## config.mk

```make
export PLATFORM = sky130hd
export DESIGN_NAME = scrb_config_bank
export DESIGN_NICKNAME = d
export VERILOG_FILES = /design/src/rtl/scrb_pkg.sv /design/src/rtl/scrb_config_bank.sv
export SDC_FILE = /design/constraint.sdc
export NUM_CORES = 1
export LEC_CHECK = 0
export BUFFER_PORTS_ARGS = -buffer_cell sky130_fd_sc_hd__buf_2
export CAP_MARGIN = 0
export CORE_MARGIN = 2
export CORE_UTILIZATION = 43
export CTS_CLUSTER_DIAMETER = 100
export CTS_CLUSTER_SIZE = 24
export DETAILED_ROUTE_END_ITERATION = 7
export GPL_ROUTABILITY_DRIVEN = 1
export GPL_TIMING_DRIVEN = 0
export PLACE_DENSITY_LB_ADDON = 0.1
export SLEW_MARGIN = 5
export SYNTH_ARGS = -nofsm -noshare
export SYNTH_HDL_FRONTEND = slang
export SYNTH_SLANG_ARGS = --single-unit
```

## constraint.sdc

```tcl
create_clock -name ref_clk -period 2.4 [get_ports ref_clk]
set_input_delay 0.36 -clock ref_clk [delete_from_list [all_inputs] [get_ports ref_clk]]
set_output_delay 0.36 -clock ref_clk [all_outputs]
set_load 0.005 [all_outputs]
```

## src/rtl/scrb_pkg.sv

```systemverilog
package scrb_pkg;

    // ****************************************************
    // Register map
    // ****************************************************
    localparam logic [4:0] CFG_OFS = 5'h00; // Memory, DMA, pin config
    localparam logic [4:0] IRQ_OFS = 5'h08; // Interrupt source select
    localparam logic [31:0] CFG_RW_MASK = 32'h00df1f03;
    localparam logic [31:0] IRQ_RW_MASK = 32'h0000ffff;
    localparam logic [31:0] CFG_RST = 32'h00000000;
    localparam logic [31:0] IRQ_RST = 32'h00000000;

    // ****************************************************
    // Field positions
    // ****************************************************
    localparam int MAP_LSB = 0;
    localparam int ADC_BIT = 8;
    localparam int TX_BIT = 9;
    localparam int RX_BIT = 10;
    localparam int TMRA_BIT = 11;
    localparam int TMRB_BIT = 12;
    localparam int PB_LSB = 16;
    localparam int I2C1_BIT = 20;
    localparam int PA_LSB = 22;
    localparam int SRC_W = 4;

    // ****************************************************
    // Encodings and timing
    // ****************************************************
    localparam logic [2:0] SRC_PA = 3'h0;
    localparam logic [2:0] SRC_PB = 3'h1;
    localparam logic [2:0] SRC_PC = 3'h2;
    localparam logic [2:0] SRC_PD = 3'h3;
    localparam logic [2:0] SRC_PF = 3'h5;
    localparam logic [1:0] MAP_SYS = 2'h1;
    localparam logic [1:0] MAP_SRAM = 2'h3;
    localparam logic [1:0] RESP_OKAY = 2'h0;
    localparam logic [1:0] RESP_SLVERR = 2'h2;
    localparam logic [1:0] STRAP_LOAD_CNT = 2'h2; // Boot sync settled
    localparam logic [1:0] STRAP_DONE_CNT = 2'h3;

    // Memory seen at address zero
    typedef enum logic [1:0] {
        MEM_MAIN,
        MEM_SYSFLASH,
        MEM_SRAM
    } scrb_mem_t;

endpackage

```

## src/rtl/scrb_config_bank.sv

```systemverilog
`timescale 1ns/10ps
`default_nettype none
module scrb_config_bank
    import scrb_pkg::*;
#(
    parameter int ADDR_W = 5
) (
    input wire logic ref_clk,
    input wire logic rst_n,
    // AXI4-Lite slave
    input wire logic [ADDR_W-1:0] s_axi_awaddr,
    input wire logic s_axi_awvalid,
    output logic s_axi_awready,
    input wire logic [31:0] s_axi_wdata,
    input wire logic [3:0] s_axi_wstrb,
    input wire logic s_axi_wvalid,
    output logic s_axi_wready,
    output logic [1:0] s_axi_bresp,
    output logic s_axi_bvalid,
    input wire logic s_axi_bready,
    input wire logic [ADDR_W-1:0] s_axi_araddr,
    input wire logic s_axi_arvalid,
    output logic s_axi_arready,
    output logic [31:0] s_axi_rdata,
    output logic [1:0] s_axi_rresp,
    output logic s_axi_rvalid,
    input wire logic s_axi_rready,
    // Boot pin levels
    input wire logic [1:0] bootPins,
    // Memory alias at address zero
    output logic [1:0] memory_map_select,
    output scrb_mem_t zeroAliasMem,
    // DMA requests in
    input wire logic adcDmaReq,
    input wire logic serial1TxDmaReq,
    input wire logic serial1RxDmaReq,
    input wire logic timerACh1DmaReq,
    input wire logic timerAUpDmaReq,
    input wire logic timerBCh1DmaReq,
    input wire logic timerBUpDmaReq,
    // DMA channel requests 1..5 on bits 0..4
    output logic [4:0] dmaChanReq,
    // Pins steered to the first I2C by alternate function
    input wire logic [3:0] portBAltI2c,
    input wire logic [1:0] portAAltI2c,
    // Fast mode plus drive enables
    output logic [3:0] portBFastPlus,
    output logic [1:0] portAFastPlus,
    output logic i2cFirstAllFastPlus,
    // GPIO pins 0..3 of each port
    input wire logic [3:0] gpioPortA,
    input wire logic [3:0] gpioPortB,
    input wire logic [3:0] gpioPortC,
    input wire logic [3:0] gpioPortD,
    input wire logic [3:0] gpioPortF,
    // External interrupt lines 0..3
    output logic [3:0] irqLine,
    output logic [3:0] irqLineValid
);

    // ****************************************************
    // Elaboration checks
    // ****************************************************
    if (ADDR_W < 5) begin : g_badAddr
        $error("ADDR_W must be at least 5");
    end

    // ****************************************************
    // Declarations
    // ****************************************************
    logic [31:0] cfg_ff; // Configuration register
    logic [31:0] irqSrc_ff; // Interrupt source register
    logic [1:0] bootSync1_ff; // Boot pin first stage
    logic [1:0] bootSync2_ff; // Boot pin second stage
    logic [1:0] strapCnt_ff; // Cycles since reset release
    logic [19:0] pinSync1_ff; // GPIO first stage
    logic [19:0] pinSync2_ff; // GPIO second stage
    logic [3:0] irqLine_ff; // Selected pin levels
    logic [3:0] irqValid_ff; // Line has a legal source
    logic [3:0] nxt_irqLine;
    logic [3:0] nxt_irqValid;
    logic awFull_ff; // Write address held
    logic wFull_ff; // Write data held
    logic [ADDR_W-1:0] awAddr_ff;
    logic [31:0] wData_ff;
    logic [3:0] wStrb_ff;
    logic bValid_ff;
    logic [1:0] bResp_ff;
    logic rValid_ff;
    logic [31:0] rData_ff;
    logic [1:0] rResp_ff;
    logic wrFire; // Held write performed this edge
    logic cfgWrite; // Write hits configuration
    logic irqWrite; // Write hits interrupt select
    logic [31:0] byteMask; // Byte lanes from strobes
    logic [ADDR_W-1:0] wrIdx;
    logic [ADDR_W-1:0] rdIdx;
    logic [19:0] pinsRaw;

    assign pinsRaw = {gpioPortF, gpioPortD, gpioPortC, gpioPortB,
        gpioPortA};
    assign wrIdx = awAddr_ff;
    assign rdIdx = s_axi_araddr;
    assign byteMask = {{8{wStrb_ff[3]}}, {8{wStrb_ff[2]}},
        {8{wStrb_ff[1]}}, {8{wStrb_ff[0]}}};
    assign wrFire = awFull_ff && wFull_ff && !bValid_ff;
    assign cfgWrite = wrFire && (wrIdx == ADDR_W'(CFG_OFS));
    assign irqWrite = wrFire && (wrIdx == ADDR_W'(IRQ_OFS));

    // ****************************************************
    // AXI4-Lite write channel
    // ****************************************************
    // Each channel accepts once per held transfer
    assign s_axi_awready = !awFull_ff;
    assign s_axi_wready = !wFull_ff;
    assign s_axi_bvalid = bValid_ff;
    assign s_axi_bresp = bResp_ff;

    // Capture address and data in either order
    always_ff @(posedge ref_clk or negedge rst_n) begin
        if (!rst_n) begin
            awFull_ff <= 1'b0;
            awAddr_ff <= '0;
        end else if (s_axi_awvalid && !awFull_ff) begin
            awFull_ff <= 1'b1;
            awAddr_ff <= s_axi_awaddr;
        end else if (wrFire) begin
            awFull_ff <= 1'b0;
        end
    end

    // Write data and strobes
    always_ff @(posedge ref_clk or negedge rst_n) begin
        if (!rst_n) begin
            wFull_ff <= 1'b0;
            wData_ff <= '0;
            wStrb_ff <= '0;
        end else if (s_axi_wvalid && !wFull_ff) begin
            wFull_ff <= 1'b1;
            wData_ff <= s_axi_wdata;
            wStrb_ff <= s_axi_wstrb;
        end else if (wrFire) begin
            wFull_ff <= 1'b0;
        end
    end

    // Response after both halves, unmapped gets SLVERR
    always_ff @(posedge ref_clk or negedge rst_n) begin
        if (!rst_n) begin
            bValid_ff <= 1'b0;
            bResp_ff <= RESP_OKAY;
        end else if (wrFire) begin
            bValid_ff <= 1'b1;
            bResp_ff <= (cfgWrite || irqWrite) ? RESP_OKAY : RESP_SLVERR;
        end else if (s_axi_bready) begin
            bValid_ff <= 1'b0;
        end
    end

    // ****************************************************
    // AXI4-Lite read channel
    // ****************************************************
    assign s_axi_arready = !rValid_ff;
    assign s_axi_rvalid = rValid_ff;
    assign s_axi_rdata = rData_ff;
    assign s_axi_rresp = rResp_ff;

    // Registers read back through their masks
    always_ff @(posedge ref_clk or negedge rst_n) begin
        if (!rst_n) begin
            rValid_ff <= 1'b0;
            rData_ff <= '0;
            rResp_ff <= RESP_OKAY;
        end else if (s_axi_arvalid && !rValid_ff) begin
            rValid_ff <= 1'b1;
            if (rdIdx == ADDR_W'(CFG_OFS)) begin
                rData_ff <= cfg_ff & CFG_RW_MASK;
                rResp_ff <= RESP_OKAY;
            end else if (rdIdx == ADDR_W'(IRQ_OFS)) begin
                rData_ff <= irqSrc_ff & IRQ_RW_MASK;
                rResp_ff <= RESP_OKAY;
            end else begin
                rData_ff <= '0;
                rResp_ff <= RESP_SLVERR;
            end
        end else if (s_axi_rready) begin
            rValid_ff <= 1'b0;
        end
    end

    // ****************************************************
    // Boot strap capture
    // ****************************************************
    // Boot pins come from outside the clock domain
    always_ff @(posedge ref_clk or negedge rst_n) begin
        if (!rst_n) begin
            bootSync1_ff <= 2'h0;
            bootSync2_ff <= 2'h0;
        end else begin
            bootSync1_ff <= bootPins;
            bootSync2_ff <= bootSync1_ff;
        end
    end

    // Count until the synchroniser carries real pin levels
    always_ff @(posedge ref_clk or negedge rst_n) begin
        if (!rst_n) begin
            strapCnt_ff <= 2'h0;
        end else if (cfgWrite && wStrb_ff[0]) begin
            strapCnt_ff <= STRAP_DONE_CNT;
        end else if (strapCnt_ff != STRAP_DONE_CNT) begin
            strapCnt_ff <= strapCnt_ff + 2'h1;
        end
    end

    // ****************************************************
    // Configuration register
    // ****************************************************
    always_ff @(posedge ref_clk or negedge rst_n) begin
        if (!rst_n) begin
            cfg_ff <= CFG_RST;
        end else if (cfgWrite) begin
            cfg_ff <= ((cfg_ff & ~byteMask) | (wData_ff & byteMask))
                & CFG_RW_MASK;
            if (strapCnt_ff == STRAP_LOAD_CNT && !wStrb_ff[0]) begin
                cfg_ff[MAP_LSB +: 2] <= bootSync2_ff;
            end
        end else if (strapCnt_ff == STRAP_LOAD_CNT) begin
            cfg_ff[MAP_LSB +: 2] <= bootSync2_ff;
        end
    end

    // ****************************************************
    // Memory alias decode
    // ****************************************************
    assign memory_map_select = cfg_ff[MAP_LSB +: 2];

    // Code x0 main flash, 01 system flash, 11 SRAM
    always_comb begin
        case (memory_map_select)
            MAP_SYS: zeroAliasMem = MEM_SYSFLASH;
            MAP_SRAM: zeroAliasMem = MEM_SRAM;
            default: zeroAliasMem = MEM_MAIN;
        endcase
    end

    // ****************************************************
    // DMA request routing
    // ****************************************************
    logic timerAReq;
    logic timerBReq;
    assign timerAReq = timerACh1DmaReq || timerAUpDmaReq;
    assign timerBReq = timerBCh1DmaReq || timerBUpDmaReq;

    // Each channel ORs whatever requests are steered to it
    always_comb begin
        dmaChanReq = 5'h00;
        dmaChanReq[cfg_ff[ADC_BIT] ? 1 : 0] |= adcDmaReq;
        dmaChanReq[cfg_ff[TX_BIT] ? 3 : 1] |= serial1TxDmaReq;
        dmaChanReq[cfg_ff[RX_BIT] ? 4 : 2] |= serial1RxDmaReq;
        // timer A channel 3 or 4
        dmaChanReq[cfg_ff[TMRA_BIT] ? 3 : 2] |= timerAReq;
        // timer B channel 1 or 2
        dmaChanReq[cfg_ff[TMRB_BIT] ? 1 : 0] |= timerBReq;
    end

    // ****************************************************
    // Fast mode plus drive
    // ****************************************************
    assign i2cFirstAllFastPlus = cfg_ff[I2C1_BIT];

    // Per-pin enable, or first I2C takes the pin
    for (genvar p = 0; p < 4; p++) begin : g_portB
        assign portBFastPlus[p] = cfg_ff[PB_LSB + p]
            || (cfg_ff[I2C1_BIT] && portBAltI2c[p]);
    end

    for (genvar p = 0; p < 2; p++) begin : g_portA
        assign portAFastPlus[p] = cfg_ff[PA_LSB + p]
            || (cfg_ff[I2C1_BIT] && portAAltI2c[p]);
    end

    // ****************************************************
    // Interrupt source select
    // ****************************************************
    always_ff @(posedge ref_clk or negedge rst_n) begin
        if (!rst_n) begin
            irqSrc_ff <= IRQ_RST;
        end else if (irqWrite) begin
            irqSrc_ff <= ((irqSrc_ff & ~byteMask) | (wData_ff & byteMask))
                & IRQ_RW_MASK;
        end
    end

    // GPIO levels are asynchronous to the clock
    always_ff @(posedge ref_clk or negedge rst_n) begin
        if (!rst_n) begin
            pinSync1_ff <= '0;
            pinSync2_ff <= '0;
        end else begin
            pinSync1_ff <= pinsRaw;
            pinSync2_ff <= pinSync1_ff;
        end
    end

    // Line i takes pin i of the port its nibble names
    for (genvar i = 0; i < 4; i++) begin : g_line
        logic [2:0] code;
        assign code = irqSrc_ff[i*SRC_W +: 3];
        always_comb begin
            nxt_irqValid[i] = 1'b1;
            case (code)
                SRC_PA: nxt_irqLine[i] = pinSync2_ff[i];
                SRC_PB: nxt_irqLine[i] = pinSync2_ff[4 + i];
                SRC_PC: nxt_irqLine[i] = pinSync2_ff[8 + i];
                SRC_PD: nxt_irqLine[i] = pinSync2_ff[12 + i];
                SRC_PF: nxt_irqLine[i] = pinSync2_ff[16 + i];
                default: begin
                    nxt_irqLine[i] = 1'b0;
                    nxt_irqValid[i] = 1'b0;
                end
            endcase
        end
    end

    // Registered line outputs
    always_ff @(posedge ref_clk or negedge rst_n) begin
        if (!rst_n) begin
            irqLine_ff <= 4'h0;
            irqValid_ff <= 4'h0;
        end else begin
            irqLine_ff <= nxt_irqLine;
            irqValid_ff <= nxt_irqValid;
        end
    end

    assign irqLine = irqLine_ff;
    assign irqLineValid = irqValid_ff;
endmodule
`default_nettype wire

```

==> results of run 1 <==
Yosys cell counts, types with 2 or more instances:
cell	n	area, um^2
dfrtp_1	144	3600
nand2_1	51	191
mux2_2	47	529
o21ai_0	21	105
mux2_4	16	240
buf_4	13	97.6
inv_1	12	45.0
nor2_1	11	41.3
clkbuf_1	10	37.5
mux2i_1	9	90.1
a21o_1	7	52.6
o31ai_1	7	52.6
nand2b_1	6	37.5
a21oi_1	5	25.0
nor2b_1	4	25.0
o22ai_1	4	25.0
buf_2	3	15.0
nand3_1	3	15.0
and2_1	2	12.5
ha_1	2	25.0
mux4_2	2	45.0
o22a_1	2	17.5
layout make-up:
| cell class | instances | area [um^2] |
|---|---|---|
| Tap cell | 172 | 215 |
| Multi-Input combinational cell | 222 | 1680 |
| Sequential cell | 144 | 3600 |
| Inverter | 12 | 45.0 |
| Fill cell | 1082 | 5510 |
| Clock inverter | 10 | 83.8 |
| Timing Repair Buffer | 132 | 694 |
| Clock buffer | 22 | 494 |
| Buffer | 29 | 186 |
worst max-delay path, stage by stage (launching register included):
cell      delay, ps
dfrtp_1         390
nor2b_1         190
clkbuf_1        320
clkbuf_1        500
nand2_1          90
o21ai_0         160
cell families (layout without fill, tap and decap cells):
family                     after synthesis  in the layout
muxes                                   74             74
and+or+nand+nor                         86             86
buffers and inverters                   41            205
adders and majority gates                2              2
DFF                                    144            144
xor gates and xnor gates                 1              1
AOI/OAI and AO/OA                       48             48
other                                    1             11
routing by layer:
metal  track usage [%]  routed length [um]
met1              22.4                4890
met2              26.4                4960
met3              4.99                 624
met4              8.00                 216
met5                 0                   0
worst paths after layout:
| check | startpoint | endpoint |
|---|---|---|
| worst min-delay path | gpioPortA[3] | pinSync1_ff[3] |
| min in group asynchronous | rst_n | pinSync1_ff[8] |
| worst max register to register | s_axi_rvalid | s_axi_rdata[5] |
| max in group asynchronous | rst_n | pinSync2_ff[10] |
| worst min register to register | pinSync1_ff[2] | pinSync2_ff[2] |
| worst max-delay path | s_axi_rvalid | s_axi_rdata[5] |
where the power goes:
group	switching [mW]	internal, mW	total (mW)
Combinational	0.645	1.00	1.65
Clock	0.954	1.55	2.51
Sequential	0.463	3.06	3.52
stage by stage:
stage / worst slack (ps) / hold WS, ps / utilization (%) / instances / instance area [um^2]
global route: 419 / 25.2 / 56.0 / 743 / 7010
finish: 643 / 47.2 / 56.0 / 743 / 7010
CTS: 616 / 25.0 / 56.0 / 743 / 7010
floorplan: 823 / 64.4 / - / 407 / 5520
global placement: -957 / 334 / 51.0 / 709 / 6380
detailed placement: 545 / 335 / 51.3 / 710 / 6420
repair_timing:
item | in CTS | in global routing
hold buffers | 1 | 0
buffers inserted | 0 | 0
endpoints found under the hold margin | 55 | 0
==> impl_metrics.yaml, run 1 <==
outcome:
  status: "completed"
cells_and_area:
  layout.nets: 648
  drive_gt1_share_pct: 44.0
  layout_common_cells: "dfrtp_1, buf_2, nand2_1, mux2_2, o21ai_0"
  mostFrequentLayoutCell: "dfrtp_1"
  antenna_cells: 0
  area_growth_pct: 27.8
sta:
  finalCritPeriodShare_pct: 73.2
  fmax_mhz: 569
  fin_tns_setup_ps: 0
  final_max_slew_viol_count: 0
  post-route-min-period_ps: 1760
  hold_violations: 0
  rsz0062_at_grt: "false"
  fin_skew_ps: 5.25
  finalSetupViolations: 0
  tightest_slew_ps: 698
  max-slew-margin-rel_pct: 53.5
cts:
  cts_root_buf: "clkbuf_16"
  cts_tree: "yes"
  cts.path.max_buffers: 2
  clk_pin_slew_ps: 60
  clock-sinks: 144
  htree_levels: 4
  numCtsBuffers: 17
  post_cts_resized: 0
  clock_latency_ps: 410
synthesis:
  ys.flop_type: "dfrtp_1"
  syn-mean-instance-area_um2: 13.8
  synth_mux_area_share_pct: 16.5
  synth_edf_count: 0
  ys_warn_count: 0
  synthAdderAreaFrac_pct: 0.457
  syn_area_um2: 5480
  synth_top_family_by_area: "multiplexers"
  synthArstFlopShare_pct: 100
  synth_xor_area_share_pct: 0.160
  synth_compound_area_share_pct: 5.30
  ys_ff_latch: 144
  synthSimpleGateAreaFrac_pct: 7.56
  synth.distinct_cells: 38
  syn_inst: 397
  seq_area_frac_synth_pct: 65.7
setup_path:
  crit_type: "reg2reg"
  worstPathArrival_ps: 2080
  worstPathRequired_ps: 2730
  reg2reg_slack_ps: 640
  reg2regPathDepth: 5
  cp_max_fo: 10
  setup.worst_path.end_class: "flip-flop"
  cp-start-kind: "flip-flop"
power_and_ir_drop:
  peakVddDrop_uv: 487
  finalPower_mw: 7.68
  p_per_area_nw_per_um2: 1100
  p_leak_nw: 3.46
worst_hold_path:
  worstHoldPathType: "in2reg"
  whs_path_depth: 1
global_routing:
  grt_pass1_wl_mm: 17.1
  grt_max_degree: 90
  overflow: 0
  grt_use_total_pct: 17.1
  grt_pass1_vias: 3385
  grt_antenna_before_repair: 0
place:
  io_buffers: 130
  hpwl_mm: 7.71
  gp_congestion: 0.722
detailed_routing:
  first_pass_iters: 4
  drc: 0
  drtIter0Drc: 183
  ant_nets: 0
  routed-via-count: 3467
  wl_per_cell_um: 14.4
  vias_per_cell: 4.67
  wl_mm: 10.7
floorplanning:
  die_y_um: 117
  initial_core_util_pct: 43.8
  rows: 41
  die_w_um: 117
  core_um2: 12500
  die_area_um2: 13700
  ios: 153
job:
  drv_cap: 0
(Power assumes the default switching activity.)
==> inputs of run 2 (changes only) <==
- clock period: 2.4 -> 1.5 ns (I/O delays scaled with it)
==> run 2 against run 1 <==
Non-clock buffer count grew 27; cell count increased by 3.6%; sequential share of layout area shrank 2.3 points; via count rose by 2.1%; hold slack got worse by 14 ps; first-iteration DRC count grew 9.8%; clock skew is 0.50 ps lower; the flow now finishes with violations (negative setup slack); core utilization grew 2.6 points; largest power group unchanged; critical path type unchanged; highest routed layer unchanged; die area stayed put.
==> impl_metrics.yaml, run 2 (same netlist as run 1, synthesis figures left out) <==
setup_path:
  cpPeakStageDelay_ps: 400
  worstPathArrival_ps: 1930
  cp_max_fo: 7
  cp-start-kind: "flip-flop"
  path_cells: "nor4_4 > buf_4 > buf_6 > nand3_4 > mux2_4"
  setup.worst_path.end_class: "flip-flop"
  worstPathRequired_ps: 1800
  crit_type: "reg2reg"
  crit_slowest_cell: "dfrtp_1"
cts:
  htree_levels: 4
  numCtsBuffers: 17
  cts.path.max_buffers: 2
  clock_latency_ps: 410
  clock-sinks: 144
  cts_tree: "yes"
  clk_pin_slew_ps: 60
  cts_root_buf: "clkbuf_16"
cells_and_area:
  mostFrequentLayoutCell: "dfrtp_1"
  drive_gt1_share_pct: 43.3
  nFillCells: 1041
  area_growth_pct: 33.8
  layout_common_cells: "dfrtp_1, buf_2, nand2_1, mux2_2, dlygate4sd3_1"
  multi_input_area_um2: 1720
  seq_area_um2: 3600
  layout.nets: 675
  antenna_cells: 0
sta:
  worst_hold_slack_ps: 33.6
  setup_slack_ps: -134
  post-route-min-period_ps: 1630
  fmax_mhz: 612
  fin_skew_ps: 4.75
  finalSetupViolations: 25
  tightest_slew_ps: 810
  rsz0062_at_grt: "true"
  fin_tns_setup_ps: -2460
  hold_violations: 0
  final_max_slew_viol_count: 0
  finalCritPeriodShare_pct: 109
  max-slew-margin-rel_pct: 46.0
global_routing:
  grt_pass1_vias: 3454
  grt_use_total_pct: 17.7
  grt_max_degree: 90
  grt_antenna_before_repair: 0
  overflow: 0
  grt_pass1_wl_mm: 17.7
detailed_routing:
  routed-via-count: 3540
  wl_per_cell_um: 14.6
  ant_nets: 0
  vias_per_cell: 4.60
  first_pass_iters: 4
  drtIter0Drc: 201
  drc: 0
  wl_mm: 11.2
outcome:
  status: "complete, but fails checks"
  violations: "negative setup slack"
place:
  pre_cts_slack_ps: -276
  hpwl_mm: 7.74
  gp_congestion: 0.754
  io_buffers: 130
floorplanning:
  core_um2: 12500
  rows: 41
  die_w_um: 117
  ios: 153
  initial_core_util_pct: 43.8
  die_y_um: 117
  die_area_um2: 13700
power_and_ir_drop:
  p_leak_nw: 3.60
  power_switching_mw: 3.36
  power_frac_clock_pct: 32.1
  peakVddDrop_uv: 829
  p_per_area_nw_per_um2: 1710
  p_sw_share_pct: 26.8
  intPower_mw: 9.19
  power_frac_seq_pct: 45.5
  finalPower_mw: 12.5
  comb_power_share_pct: 22.4
worst_hold_path:
  worstHoldPathType: "in2reg"
job:
  drv_cap: 0
run 2: path summary, 6_finish.rpt:
kind                            startpoint              end  slack (ps)  cells past startpoint
setup / recovery              awAddr_ff[1]        flip-flop        -130                      5
hold reg to reg            pinSync1_ff[11]  pinSync2_ff[11]         340                      0
min in group asynchronous            rst_n   pinSync2_ff[8]         470                      2
hold / removal                s_axi_wvalid         wFull_ff          30                      3
setup reg to reg              awAddr_ff[1]        flip-flop        -130                      5
max in group asynchronous            rst_n        async pin         280                      3
run 2: critical path: cells and delay by family (launching register included):
kind                   cells  cell delay, ps
and+or+nand+nor            2             490
buffers and inverters      2             300
DFF                        1             400
muxes                      1             330
run 2: timing repair:
| item | 4_1_cts | 5_1_grt |
|---|---|---|
| hold buffers | 24 | 0 |
| hold endpoints to repair | 111 | 0 |
| buffers inserted | 2 | 4 |
| pin swaps | 3 | 2 |
| gates resized for setup | 8 | 14 |
| setup endpoints to repair | 67 | 73 |
run 2: layout make-up:
type,count,share of cell area [%]
plain buffers,27,2.75
flip-flops and latches,144,49.1
well taps,172,2.94
clock inverters,5,0.683
clock buffers,27,7.13
inverters,12,0.614
multi-input cells,222,23.5
repair buffers,161,13.3
run 2: power by group through the flow:
stage | sequential (mW) | combinational (mW) | clock (mW)
floorplan | 5.50 | 1.84 | 0
global placement | 5.69 | 2.59 | 0
detailed placement | 5.73 | 2.67 | 0
CTS | 5.71 | 2.74 | 4.12
global route | 5.87 | 3.13 | 4.30
finish | 5.71 | 2.81 | 4.02
run 2: metrics by stage:
step,cell area [um^2],util [%],cells
final,7330,58.6,770
after global routing,7330,58.6,770
after CTS,7270,58.1,767
after detailed placement,6420,51.3,710
after global placement,6380,51.0,709
after floorplan,5520,-,407
run 2: per-layer routing:
metal,GRT usage [%],share of wire [%],up-vias
li1,-,-,1704
met1,23.4,46,1719
met2,27.3,47,102
met3,5.15,5.7,15
met4,7.53,1.8,0
met5,0,0,-
==> inputs of run 3 (changes only) <==
- PLACE_DENSITY: default -> 0.77
- PLACE_DENSITY_LB_ADDON: 0.1 -> default
==> run 3 against run 2 <==
The flow still finishes with violations (negative setup slack); fmax fell by 1.8%; first-iteration DRC count shrank 13%; flip-flop and latch count unchanged; core utilization up 0.52 points; critical path depth is 1 lower; count of clock-buffer cells in the layout shrank 4.
==> impl_metrics.yaml, run 3 (same netlist as run 1, synthesis figures left out) <==
outcome:
  violations: "negative setup slack"
  status: "complete, but fails checks"
floorplanning:
  initial_core_util_pct: 43.8
  die_y_um: 117
  core_um2: 12500
  ios: 153
  rows: 41
  die_area_um2: 13700
  die_w_um: 117
sta:
  final_max_slew_viol_count: 0
  max-slew-margin-rel_pct: 55.7
  fmax_mhz: 601
  hold_violations: 0
  finalSetupViolations: 28
  post-route-min-period_ps: 1660
  fin_skew_ps: 9.31
  tightest_slew_ps: 665
  setup_slack_ps: -163
  rsz0062_at_grt: "true"
  fin_tns_setup_ps: -3120
  finalCritPeriodShare_pct: 111
cells_and_area:
  layout.nets: 673
  layout_common_cells: "dfrtp_1, buf_2, nand2_1, mux2_2, dlygate4sd3_1"
  antenna_cells: 0
  nFillCells: 1012
  final_area_um2: 7400
  area_growth_pct: 34.9
  mostFrequentLayoutCell: "dfrtp_1"
  drive_gt1_share_pct: 43.6
setup_path:
  crit_type: "reg2reg"
  worstPathRequired_ps: 1790
  cp-start-kind: "flip-flop"
  reg2reg_slack_ps: -160
  worstPathArrival_ps: 1950
  cp_max_fo: 8
  setup.worst_path.end_class: "flip-flop"
global_routing:
  overflow: 0
  grt_use_total_pct: 17.8
  grt_antenna_before_repair: 0
  grt_pass1_wl_mm: 18.0
  grt_pass1_vias: 3637
  grt_max_degree: 75
cts:
  clock-sinks: 144
  numCtsBuffers: 17
  cts_tree: "yes"
  clock_latency_ps: 410
  htree_levels: 4
  cts_root_buf: "clkbuf_16"
  cts.path.max_buffers: 2
  clk_pin_slew_ps: 60
job:
  drv_cap: 0
place:
  dpl_cell_area_um2: 6420
  gp_congestion: 0.711
  io_buffers: 130
  hpwl_mm: 7.97
worst_hold_path:
  worstHoldPathType: "in2reg"
detailed_routing:
  first_pass_iters: 4
  wl_per_cell_um: 15.0
  routed-via-count: 3633
  drtIter0Drc: 175
  ant_nets: 0
  vias_per_cell: 4.73
  wl_mm: 11.5
  drc: 0
power_and_ir_drop:
  power_frac_clock_pct: 35.6
  p_per_area_nw_per_um2: 1790
  peakVddDrop_uv: 936
  p_sw_share_pct: 26.0
  comb_power_share_pct: 21.1
  p_leak_nw: 3.63
  power_switching_mw: 3.44
  power_frac_seq_pct: 43.3
  finalPower_mw: 13.2
  intPower_mw: 9.77
## run 3: cell types whose count changed in the layout (fill, tap and decap cells not counted), sizes merged
cell,change
buf,-4
clkinvlp,+1
bufinv,+4
clkinv,-1
clkbuf,-2
## run 3: path summary, 6_finish.rpt
kind,from,endpoint,cells after the start
max,awAddr_ff[4],flip-flop,4
min,s_axi_wdata[23],wData_ff[23],2
max reg2reg,awAddr_ff[4],flip-flop,4
min reg2reg,pinSync1_ff[7],pinSync2_ff[7],0
max in group asynchronous,rst_n,async pin,3
min in group asynchronous,rst_n,pinSync1_ff[12],2
## run 3: repair_timing
item,CTS,global route
buffers inserted,3,0
gates resized for setup,9,8
endpoints found under the hold margin,96,0
endpoints found under the setup margin,66,63
hold buffers,24,0
pin swaps,3,0
## run 3: worst max-delay path, cell delays in order, from the launching register on
cell	delay, ps
dfrtp_1	410
nor4_4	370
and4_1	260
buf_6	180
mux2_4	320
## run 3: through the flow
stage          util, %  setup slack (ps)  hold WS, ps  cells
2_1_floorplan        -             -77.2        -70.6    407
3_3_place_gp      51.0             -1610          333    709
3_5_place_dp      51.3              -249          294    710
4_1_cts           59.0              -166         19.9    768
5_1_grt           59.1              -232         19.8    768
6_report          59.1              -163         37.9    768
## run 3: power by group through the flow
stage               Sequential (mW)  Combinational, mW  Clock, mW
CTS                            5.72               2.82       4.79
floorplan                      5.50               1.84          0
global route                   5.87               3.09       4.96
detailed placement             5.74               2.71          0
global placement               5.66               2.59          0
finish                         5.72               2.79       4.70
## run 3: metal layers
metal  GRT usage [%]  wire length (um)  vias to the layer above
li1                -                 -                     1710
met1            22.9              5160                     1782
met2            28.1              5510                      121
met3            5.41               611                       20
met4            7.61               224                        0
met5               0                 0                        -
## run 3: layout make-up
type                    instances  area (um^2)  share of cell area, %
flip-flops and latches        144         3600                   48.7
multi-input cells             222         1700                   23.0
repair buffers                158          947                   12.8
clock buffers                  23          498                   6.73
well taps                     172          215                   2.91
plain buffers                  28          206                   2.79
clock inverters                 9          176                   2.38
inverters                      12         45.0                  0.609
